==> src/pkg/psc_pkg.sv <==
// Constants for the transceiver status and configuration register bank.
// Assumes a single core clock and a 5-bit management register address.
`default_nettype none

package psc_pkg;

  // ----------------------------------------------------------------
  // Register addresses
  // ----------------------------------------------------------------
  localparam int ADDR_W = 5;                              // Management address width
  localparam logic [4:0] GENERAL_CONDITION_FLAGS_ADDR = 5'h18;  // General status
  localparam logic [4:0] EXTERNAL_CONDITION_FLAGS_ADDR = 5'h19; // External status
  localparam logic [4:0] RECEIVER_FAULT_COUNTERS_ADDR = 5'h1A;  // Receiver fault counters
  localparam logic [4:0] SHARED_SETUP_ADDR = 5'h1B;             // Common setup

  // ----------------------------------------------------------------
  // General condition field positions
  // ----------------------------------------------------------------
  localparam int GS_PLL_BIT = 14;        // Synthesizer lock, latched low
  localparam int GS_LOCAL_WAKE_BIT = 13; // Local wake flag
  localparam int GS_REMOTE_WAKE_BIT = 12; // Remote wake flag
  localparam int GS_TRAFFIC_BIT = 11;    // Sleep request traffic flag
  localparam int GS_EN_DROP_BIT = 10;    // Enable pin dropped
  localparam int GS_HW_RESET_BIT = 9;    // Hardware reset seen
  localparam int GS_LINK_LSB = 3;        // Link loss count low bit
  localparam int GS_LINK_MSB = 7;        // Link loss count high bit
  localparam int LINK_CNT_W = 5;         // Link loss count width
  localparam logic [4:0] LINK_CNT_MAX = 5'h1F; // Link loss count ceiling

  // ----------------------------------------------------------------
  // External condition field positions
  // ----------------------------------------------------------------
  localparam int ES_DIG_3V3_BIT = 15;    // Digital 3.3 V undervoltage
  localparam int ES_ANA_3V3_BIT = 14;    // Analog 3.3 V undervoltage
  localparam int ES_CORE_1V8_BIT = 13;   // Core 1.8 V undervoltage
  localparam int ES_IO_BIT = 11;         // IO supply undervoltage
  localparam int ES_TEMP_HIGH_BIT = 10;  // Overtemperature
  localparam int ES_TEMP_WARN_BIT = 9;   // Temperature warning
  localparam int ES_SHORT_BIT = 8;       // Cable short
  localparam int ES_OPEN_BIT = 7;        // Cable open
  localparam int ES_POLARITY_BIT = 6;    // Polarity inversion, live
  localparam int ES_INTERLEAVE_BIT = 5;  // Symbol interleave order, live

  // ----------------------------------------------------------------
  // Receiver fault counters
  // ----------------------------------------------------------------
  localparam int RX_CNT_W = 8;           // Each counter width
  localparam int FC_LOCAL_LSB = 8;       // Local count low bit
  localparam logic [7:0] RX_CNT_MAX = 8'hFF; // Saturation value

  // ----------------------------------------------------------------
  // Shared setup fields
  // ----------------------------------------------------------------
  localparam int SS_SELF_RUN_BIT = 15;   // Managed or autonomous operation
  localparam int SS_CLK_LSB = 12;        // Clock source low bit
  localparam int SS_CLK_MSB = 13;        // Clock source high bit
  localparam int SS_REG_BIT = 11;        // Core regulator select
  localparam logic [1:0] CLK_SRC_RESET = 2'h0; // Crystal, no clock out

  // Clock source codes
  typedef enum logic [1:0] {
    PSC_CLK_XTAL = 2'b00,     // Crystal, no clock out
    PSC_CLK_XTAL_OUT = 2'b01, // Crystal, 25 MHz out
    PSC_CLK_EXT_IN = 2'b10,   // External 25 MHz in
    PSC_CLK_REF50 = 2'b11     // 50 MHz reference, reduced interface
  } psc_clk_src_e;

endpackage

`default_nettype wire

==> src/rtl/psc_regs.sv <==
// Status and configuration register bank of the single-pair transceiver.
// Assumes core condition inputs on clk_sys_in; enable pin and TX enable are async pins.
`timescale 1ns/10ps
`default_nettype none

module psc_regs (
  // Clock and reset
  input wire logic clk_sys_in,
  input wire logic reset_in,
  // Management register port
  input wire logic [4:0] reg_addr_in,
  input wire logic reg_rd_in,
  input wire logic reg_wr_in,
  input wire logic [15:0] reg_wdata_in,
  output logic [15:0] reg_rdata_out,
  output logic reg_rvalid_out,
  // Core conditions, same clock
  input wire logic pll_locked_in,
  input wire logic local_wake_in,
  input wire logic remote_wake_in,
  input wire logic state_change_done_in,
  input wire logic sleep_request_mode_in,
  input wire logic rx_data_valid_in,
  input wire logic link_fail_in,
  input wire logic link_run_enable_in,
  input wire logic local_rx_ok_in,
  input wire logic remote_rx_ok_in,
  // Supply and temperature monitors
  input wire logic uv_digital_3v3_in,
  input wire logic uv_analog_3v3_in,
  input wire logic uv_core_1v8_in,
  input wire logic uv_io_in,
  input wire logic temp_high_in,
  input wire logic temp_warn_in,
  // Cable diagnosis
  input wire logic cable_short_in,
  input wire logic cable_open_in,
  input wire logic polarity_inverted_in,
  input wire logic interleave_ba_in,
  // Asynchronous pins
  input wire logic enable_pin_in,
  input wire logic mac_tx_enable_in,
  // Reset straps for setup defaults
  input wire logic self_run_strap_in,
  input wire logic regulator_strap_in,
  // Configuration outputs
  output logic self_run_select_out,
  output logic [1:0] clock_source_out,
  output logic core_regulator_select_out
);

  // ----------------------------------------------------------------
  // State
  // ----------------------------------------------------------------
  typedef struct packed {
    logic en_meta;               // Enable pin first stage
    logic en_sync;               // Enable pin second stage
    logic txen_meta;             // TX enable first stage
    logic txen_sync;             // TX enable second stage
    logic pll_ok;                // Latched-low lock
    logic local_wake_flag;       // Local wake latch
    logic remote_wake_flag;      // Remote wake latch
    logic wake_armed;            // Wake detection enabled
    logic sleep_req_traffic_flag; // Traffic in sleep request
    logic enable_pin_drop_flag;  // Enable went low
    logic hw_reset_seen_flag;    // Reset occurred
    logic [4:0] link_loss_count; // Link failures since read
    logic digital_3v3_low_flag;  // Supply latches
    logic analog_3v3_low_flag;
    logic core_1v8_low_flag;
    logic io_supply_low_flag;
    logic temp_high_flag;        // Overtemperature latch
    logic temp_warn_flag;        // Warning latch
    logic short_flag;            // Cable short latch
    logic open_flag;             // Cable open latch
    logic [7:0] local_rx_bad_count;  // Local receiver faults
    logic [7:0] remote_rx_bad_count; // Remote receiver faults
    logic self_run_select;       // Operation mode
    logic [1:0] clock_source;    // Clock source code
    logic core_regulator_select; // Regulator select
    logic strap_pending;         // Straps not yet captured
    logic [15:0] rdata;          // Read answer
    logic rvalid;                // Read answer valid
  } psc_state_s;

  psc_state_s st_r;   // Registered state
  psc_state_s st_nxt; // Next state

  // Decoded accesses
  logic rd_gs;  // Read of general flags
  logic rd_es;  // Read of external flags
  logic rd_fc;  // Read of fault counters
  logic wr_ss;  // Write of shared setup
  logic [15:0] gs_word; // General flags view
  logic [15:0] es_word; // External flags view
  logic [15:0] fc_word; // Counter view
  logic [15:0] ss_word; // Setup view

  // ----------------------------------------------------------------
  // Address decode and read views
  // ----------------------------------------------------------------
  // Strobes for each register
  always_comb begin
    rd_gs = reg_rd_in && (reg_addr_in == psc_pkg::GENERAL_CONDITION_FLAGS_ADDR);
    rd_es = reg_rd_in && (reg_addr_in == psc_pkg::EXTERNAL_CONDITION_FLAGS_ADDR);
    rd_fc = reg_rd_in && (reg_addr_in == psc_pkg::RECEIVER_FAULT_COUNTERS_ADDR);
    wr_ss = reg_wr_in && (reg_addr_in == psc_pkg::SHARED_SETUP_ADDR);
  end

  // Assemble register words; reserved bits read zero
  always_comb begin
    gs_word = '0;
    gs_word[psc_pkg::GS_PLL_BIT] = st_r.pll_ok;
    gs_word[psc_pkg::GS_LOCAL_WAKE_BIT] = st_r.local_wake_flag;
    gs_word[psc_pkg::GS_REMOTE_WAKE_BIT] = st_r.remote_wake_flag;
    gs_word[psc_pkg::GS_TRAFFIC_BIT] = st_r.sleep_req_traffic_flag;
    gs_word[psc_pkg::GS_EN_DROP_BIT] = st_r.enable_pin_drop_flag;
    gs_word[psc_pkg::GS_HW_RESET_BIT] = st_r.hw_reset_seen_flag;
    gs_word[psc_pkg::GS_LINK_MSB:psc_pkg::GS_LINK_LSB] = st_r.link_loss_count;
    es_word = '0;
    es_word[psc_pkg::ES_DIG_3V3_BIT] = st_r.digital_3v3_low_flag;
    es_word[psc_pkg::ES_ANA_3V3_BIT] = st_r.analog_3v3_low_flag;
    es_word[psc_pkg::ES_CORE_1V8_BIT] = st_r.core_1v8_low_flag;
    es_word[psc_pkg::ES_IO_BIT] = st_r.io_supply_low_flag;
    es_word[psc_pkg::ES_TEMP_HIGH_BIT] = st_r.temp_high_flag;
    es_word[psc_pkg::ES_TEMP_WARN_BIT] = st_r.temp_warn_flag;
    es_word[psc_pkg::ES_SHORT_BIT] = st_r.short_flag;
    es_word[psc_pkg::ES_OPEN_BIT] = st_r.open_flag;
    es_word[psc_pkg::ES_POLARITY_BIT] = polarity_inverted_in;
    es_word[psc_pkg::ES_INTERLEAVE_BIT] = interleave_ba_in;
    fc_word = {st_r.local_rx_bad_count, st_r.remote_rx_bad_count};
    ss_word = '0;
    ss_word[psc_pkg::SS_SELF_RUN_BIT] = st_r.self_run_select;
    ss_word[psc_pkg::SS_CLK_MSB:psc_pkg::SS_CLK_LSB] = st_r.clock_source;
    ss_word[psc_pkg::SS_REG_BIT] = st_r.core_regulator_select;
  end

  // ----------------------------------------------------------------
  // Next state
  // ----------------------------------------------------------------
  always_comb begin
    st_nxt = st_r;
    // Pin synchronisers
    st_nxt.en_meta = enable_pin_in;
    st_nxt.en_sync = st_r.en_meta;
    st_nxt.txen_meta = mac_tx_enable_in;
    st_nxt.txen_sync = st_r.txen_meta;

    // Latched-low lock: read reloads live, else only falls
    if (rd_gs) begin
      st_nxt.pll_ok = pll_locked_in;
    end else begin
      st_nxt.pll_ok = st_r.pll_ok & pll_locked_in;
    end

    // Wake flags: set wins over read clear, gated by arming
    st_nxt.local_wake_flag = (st_r.local_wake_flag & ~rd_gs)
                             | (local_wake_in & st_r.wake_armed);
    st_nxt.remote_wake_flag = (st_r.remote_wake_flag & ~rd_gs)
                              | (remote_wake_in & st_r.wake_armed);
    // Clearing a set wake flag disarms until a state change completes
    if (state_change_done_in) begin
      st_nxt.wake_armed = 1'b1;
    end else if (rd_gs && (st_r.local_wake_flag || st_r.remote_wake_flag)) begin
      st_nxt.wake_armed = 1'b0;
    end

    // Traffic seen while in sleep request
    st_nxt.sleep_req_traffic_flag = (st_r.sleep_req_traffic_flag & ~rd_gs)
      | (sleep_request_mode_in & (rx_data_valid_in | st_r.txen_sync));
    // Enable pin low, sampled after synchroniser
    st_nxt.enable_pin_drop_flag = (st_r.enable_pin_drop_flag & ~rd_gs) | ~st_r.en_sync;
    // Reset flag only clears on read; reset itself sets it
    st_nxt.hw_reset_seen_flag = st_r.hw_reset_seen_flag & ~rd_gs;

    // Link loss count, kept regardless of link run enable
    if (rd_gs) begin
      st_nxt.link_loss_count = {{(psc_pkg::LINK_CNT_W - 1){1'b0}}, link_fail_in};
    end else if (link_fail_in && st_r.link_loss_count != psc_pkg::LINK_CNT_MAX) begin
      st_nxt.link_loss_count = st_r.link_loss_count + 5'h01;
    end

    // Supply undervoltage latches
    st_nxt.digital_3v3_low_flag = (st_r.digital_3v3_low_flag & ~rd_es) | uv_digital_3v3_in;
    st_nxt.analog_3v3_low_flag = (st_r.analog_3v3_low_flag & ~rd_es) | uv_analog_3v3_in;
    st_nxt.core_1v8_low_flag = (st_r.core_1v8_low_flag & ~rd_es) | uv_core_1v8_in;
    st_nxt.io_supply_low_flag = (st_r.io_supply_low_flag & ~rd_es) | uv_io_in;
    // Temperature latches
    st_nxt.temp_high_flag = (st_r.temp_high_flag & ~rd_es) | temp_high_in;
    st_nxt.temp_warn_flag = (st_r.temp_warn_flag & ~rd_es) | temp_warn_in;
    // Cable fault latches
    st_nxt.short_flag = (st_r.short_flag & ~rd_es) | cable_short_in;
    st_nxt.open_flag = (st_r.open_flag & ~rd_es) | cable_open_in;

    // Receiver fault counters: clear on read, keep a fresh fault
    if (rd_fc) begin
      st_nxt.local_rx_bad_count = {{(psc_pkg::RX_CNT_W - 1){1'b0}}, ~local_rx_ok_in};
      st_nxt.remote_rx_bad_count = {{(psc_pkg::RX_CNT_W - 1){1'b0}}, ~remote_rx_ok_in};
    end else begin
      if (!local_rx_ok_in && st_r.local_rx_bad_count != psc_pkg::RX_CNT_MAX) begin
        st_nxt.local_rx_bad_count = st_r.local_rx_bad_count + 8'h01;
      end
      if (!remote_rx_ok_in && st_r.remote_rx_bad_count != psc_pkg::RX_CNT_MAX) begin
        st_nxt.remote_rx_bad_count = st_r.remote_rx_bad_count + 8'h01;
      end
    end

    // Setup: strap capture after reset, then software writes
    if (st_r.strap_pending) begin
      st_nxt.self_run_select = self_run_strap_in;
      st_nxt.core_regulator_select = regulator_strap_in;
      st_nxt.strap_pending = 1'b0;
    end
    if (wr_ss) begin
      st_nxt.self_run_select = reg_wdata_in[psc_pkg::SS_SELF_RUN_BIT];
      st_nxt.clock_source = reg_wdata_in[psc_pkg::SS_CLK_MSB:psc_pkg::SS_CLK_LSB];
      st_nxt.core_regulator_select = reg_wdata_in[psc_pkg::SS_REG_BIT];
    end

    // Read answer from the values held before any clear
    st_nxt.rvalid = reg_rd_in;
    if (reg_rd_in) begin
      unique case (reg_addr_in)
        psc_pkg::GENERAL_CONDITION_FLAGS_ADDR: st_nxt.rdata = gs_word;
        psc_pkg::EXTERNAL_CONDITION_FLAGS_ADDR: st_nxt.rdata = es_word;
        psc_pkg::RECEIVER_FAULT_COUNTERS_ADDR: st_nxt.rdata = fc_word;
        psc_pkg::SHARED_SETUP_ADDR: st_nxt.rdata = ss_word;
        default: st_nxt.rdata = '0; // Unmapped reads zero
      endcase
    end
  end

  // ----------------------------------------------------------------
  // State register
  // ----------------------------------------------------------------
  // Synchronous reset; link run enable clears nothing here
  always_ff @(posedge clk_sys_in) begin
    if (reset_in) begin
      st_r <= '0;
      st_r.en_sync <= 1'b1;
      st_r.en_meta <= 1'b1;
      st_r.wake_armed <= 1'b1;
      st_r.hw_reset_seen_flag <= 1'b1;
      st_r.clock_source <= psc_pkg::CLK_SRC_RESET;
      st_r.strap_pending <= 1'b1;
    end else begin
      st_r <= st_nxt;
    end
  end

  // Outputs
  assign reg_rdata_out = st_r.rdata;
  assign reg_rvalid_out = st_r.rvalid;
  assign self_run_select_out = st_r.self_run_select;
  assign clock_source_out = st_r.clock_source;
  assign core_regulator_select_out = st_r.core_regulator_select;
endmodule

`default_nettype wire

==> config.mk <==
export PLATFORM = sky130hd
export DESIGN_NAME = psc_regs
export DESIGN_NICKNAME = d
export VERILOG_FILES = /design/src/pkg/psc_pkg.sv /design/src/rtl/psc_regs.sv
export SDC_FILE = /design/constraint.sdc
export NUM_CORES = 1
export LEC_CHECK = 0
export BUFFER_PORTS_ARGS = -buffer_cell sky130_fd_sc_hd__buf_4
export CORE_MARGIN = 3
export CORE_UTILIZATION = 45
export DETAILED_ROUTE_END_ITERATION = 10
export PLACE_DENSITY = 0.71
export SLEW_MARGIN = 0
export SYNTH_ARGS = -nofsm -noshare
export SYNTH_HDL_FRONTEND = slang
export SYNTH_SLANG_ARGS = --single-unit
==> constraint.sdc <==
create_clock -name clk_sys_in -period 1.6 [get_ports clk_sys_in]
set_input_delay 0 -clock clk_sys_in [delete_from_list [all_inputs] [get_ports clk_sys_in]]
set_output_delay 0 -clock clk_sys_in [all_outputs]
set_load 0.02 [all_outputs]
# == Word level (Yosys, flattened, before mapping) ==
# Index checks and enable logic that the tools add are counted.
# W data, S select, Z words.
# totals
register_bits,62
wordCells,104
# op_classes
addsub,3
eq_ne,7
mux,10
bitwise_logic,35
reduce_logical,18
# op_table
operator,count
$pmux W16 S4,1
$eq A5 B5 Y1 const B,4
$and A1 B1 Y1,17
$add A8 B1 Y8 const B,2
$ne A8 B8 Y1 const B,2
$or A1 B1 Y1,13
$mux W9,1
$logic_and A1 B1 Y1,8
$mux W8,1
$reduce_bool A2 Y1,4
$reduce_or A2 Y1,3
$add A5 B1 Y5 const B,1
$mux W1,5
$ne A5 B5 Y1 const B,1
$not A1 Y1,5
$mux W4,1
$logic_not A1 Y1,2
$mux W2,1
$logic_or A1 B1 Y1,1

# == Depth between registers and ports, before layout ==
# logic_depth
depth_word,5
ltp_mapped,6

# == Worst setup path before layout ==
# Ideal clock, no wire load.
# synth_path
path_type,reg2reg
from,"register st_r, in the netlist gs_word[3]"
to,"register st_r, in the netlist gs_word[6]"
arrival_time_ns,1.636
t_required_ns,1.514
setup_slack_ns,-0.122
stages_incl_launch_ff,7
n_path_buf,0
period_less_slack_ns,1.722
path_cell_list,dfxtp_1 -> ha_1 -> and3_1 -> ha_1 -> nand2b_1 -> or3_1 -> a211oi_1
# synth_via
elab_chain_cells,2
word_cells_on_any_way,3
cone_classes,add/sub (1); eq/ne (1); reduce/logical (1)
# synth_lines
element,line_no,source
start: declaration,psc_regs.sv:86,psc_state_s st_r;
start signal: assignment,psc_regs.sv:247,st_r <= st_nxt;
branches (longest 2 deep; another with $add A5 B1 Y5),n/a,
# Several ways; the timed one is not identified.
# A chain may end at the register's enable or synchronous reset.

# == Final worst setup path ==
# Ends and elaborated chain as after synthesis.

==> run_results.csv <==
group,metric,value,unit
synthesis,syn_area,0.00302,mm²
sta,hold_viol,0,
clock_tree,cts_setup_buffers,0,
cells_and_area,drive_gt1_share,25.6,%
sta,max_slew_margin,44.0,%
worst_setup_path,worstPathArrival,1860,ps
grt,grt_pass1_wl,12.1,mm
drt,drc,0,
grt,antenna_found_initial,0,
hold_path,hp-class,"primary input to flip-flop",
die,dieArea,0.00772,mm²
synthesis,synth_top_area_share,41.1,%
clock_tree,htree_levels,3,
sta,worstMarginPinSlew,837,ps
sta,rsz0062_at_grt,"yes",
cells_and_area,final_cell_mix,"buf_4 (69), dfxtp_1 (60), o21ai_0 (29), dlygate4sd3_1 (27), a21oi_1 (23)",
place,placed_cells,436,
synthesis,synth_cell_types,57,
worst_setup_path,crit_path_max_incr_delay,360,ps
clock_tree,clk_pin_slew,70,ps
worst_setup_path,cp.required,1870,ps
worst_setup_path,crit_type,"flip-flop to flip-flop",
worst_setup_path,startpoint,"gs_word[3]$_SDFFE_PP0P_",
drt,wl_per_cell,15.4,µm
worst_setup_path,r2r_start,"gs_word[3]$_SDFFE_PP0P_",
synthesis,yosysSeqAreaShare,41.1,%
worst_setup_path,cpMaxStageDelayCell,"or3_4",
place,dp_slack,14.9,ps
clock_tree,clkLatencyLatePin,340,ps
worst_setup_path,cp_max_fo,3,
hold_path,holdCritStartpoint,"remote_rx_ok_in",
grt,grt.total_usage,20.3,%
drt,drt_iter0_markers,198,
cells_and_area,nets,450,
synthesis,synth-seq-cells,62,
outcome,status,"finished, final reports clean",
synthesis,synth_cells,329,
pwr,p_total,3.55,mW
worst_setup_path,cp_common_cell,"ha_2",
die,start_util,47.0,%
sta,fin_ws,12.0,ps
die,coreArea,0.00642,mm²
synthesis,ys.warnings.count,0,
sta,max_freq,630,MHz
die,pin_count,70,
pwr,p_leak,1.62,nW
sta,period_share,99.2,%
drt,first_pass_iters,4,
die,die_x,87.9,µm
sta,setup_viol,0,
synthesis,synth_area_leaders,"dfxtp_1 (41%), mux2i_1 (5.3%), buf_4 (5.2%)",
place,port_buffers,56,
clock_tree,clockBufferDepth,2,
clock_tree,cts_tree,"done",
grt,first_global_vias,2521,
sta,fin_hold_ws,25.0,ps
drt,vias,2677,
synthesis,async_reset_ff_share,0,%
sta,fin_crit,1590,ps
cells_and_area,instances_no_fill,479,
place,place_congestion,0.842,
cells_and_area,layout_commonest_cell,"buf_4",
die,rows,29,
place,dpl-instance-area,0.00339,mm²
die,die_h,87.9,µm
pwr,power.density,912,mW/mm²
cells_and_area,fin_area,0.00389,mm²
grt,grt-ovfl-total,0,
pwr,worst_ir_drop_vdd,0.468,mV
synthesis,synth-main-ff-cell,"dfxtp_1",
place,hpwl,5.11,mm
grt,grt_max_degree,24,
synthesis,synth_largest_area_cell,"dfxtp_1",
clock_tree,cts_sinks,62,
drt,routed_via_density,5.59,
synthesis,synth_edf_count,0,
synthesis,postSynthAreaPerCell,9.17,µm²
worst_setup_path,cp-start-kind,"flip-flop",
sta,clock_skew,8.23,ps
worst_setup_path,cp-end-kind,"flip-flop",
worst_setup_path,crit_chain,"ha_2, and3_1, ha_2, nand2b_4, or3_4, a211oi_2",
sta,slew_viol_final,0,
clock_tree,root_buffer,"clkbuf_8",
cells_and_area,diodes,0,
synthesis,syn_nets,382,
drt,ant_nets,0,
cells_and_area,nFillCells,529,
drt,routed_wl,7.37,mm
job,cap_violations,0,
cells_and_area,area_growth,29.0,%
clock_tree,numCtsBuffers,9,
## worst paths after layout
| check | slack (ps) | cells after the start | to |
|---|---|---|---|
| worst max register to register | 10 | 6 | gs_word[6]$_SDFFE_PP0P_ |
| worst min register to register | 420 | 1 | st_r[60]$_SDFF_PP1_ |
| worst max-delay path | 10 | 6 | gs_word[6]$_SDFFE_PP0P_ |
| worst min-delay path | 30 | 3 | fc_word[0]$_SDFFE_PP0P_ |
## layout make-up
| cell class | instances | area, µm² | area share [%] |
|---|---|---|---|
| Multi-Input combinational cell | 212 | 1490 | 38.3 |
| Sequential cell | 62 | 1240 | 31.9 |
| Timing Repair Buffer | 96 | 788 | 20.2 |
| Clock buffer | 12 | 145 | 3.73 |
| Tap cell | 77 | 96.3 | 2.47 |
| Clock inverter | 4 | 70.1 | 1.80 |
| Inverter | 16 | 60.1 | 1.54 |
## flip-flops by register name, summed over array words and instances, names as in the netlist
signal	cells
core_regulator_select_out	1
self_run_select_out	1
st_r	4
reg_rvalid_out	1
es_word	8
fc_word	16
gs_word	11
clock_source_out	2
reg_rdata_out	16
st_nxt	2
## timing repair
action,in CTS,in global routing
endpoints found under the hold margin,26,1
setup endpoints to repair,0,5
hold buffers,26,1
gates resized for setup,0,5
## worst max-delay path, delay by kind of cell (launching register included)
family | cells | cell delay (ps)
adder cells (fa/ha/maj) | 2 | 350
AO/OA/AOI/OAI | 1 | 170
AND/OR/NAND/NOR | 3 | 680
flip-flops | 1 | 320
## logic make-up after synthesis
group / share of synthesized area [%]
compound gates: 21.1
xor+xnor: 0.290
fa+ha+maj: 1.66
buf+inv: 10.4
flops: 41.1
mux: 7.55
simple gates: 17.9
## cell usage after synthesis (4+ instances only)
cell       number
a211oi_1        6
a21oi_1        23
a2bb2oi_1       6
and3_1          4
and3b_1         4
buf_2           9
buf_4          21
clkbuf_1        6
dfxtp_1        62
ha_1            4
inv_1          16
mux2i_1        16
nand2_1        16
nand3_1         6
nand4_1         6
nand4b_1        5
nor2_1         12
nor2b_1         5
nor3_1          7
o211ai_1        7
o21ai_0        29
## report_power, final
group | total (mW) | switching, mW | leakage (nW) | internal [mW]
Combinational | 0.409 | 0.192 | 1.00 | 0.217
Clock | 1.51 | 0.599 | 0.110 | 0.916
Sequential | 1.63 | 0.0308 | 0.507 | 1.59
Total | 3.55 | 0.822 | 1.62 | 2.73
## routing by layer
metal / GRT usage, % / routed length, µm
met5: 0 / 0
met4: 9.48 / 146
met3: 3.86 / 306
met2: 32.9 / 3520
met1: 26.1 / 3390
## per-stage QoR
stage	util, %	TNS (ps)
after floorplan	-	0
after global placement	52.8	0
after detailed placement	52.8	0
after CTS	60.2	0
after global routing	60.6	-53.9
final	60.6	0
Note: power is estimated with default switching activity, not from simulation.
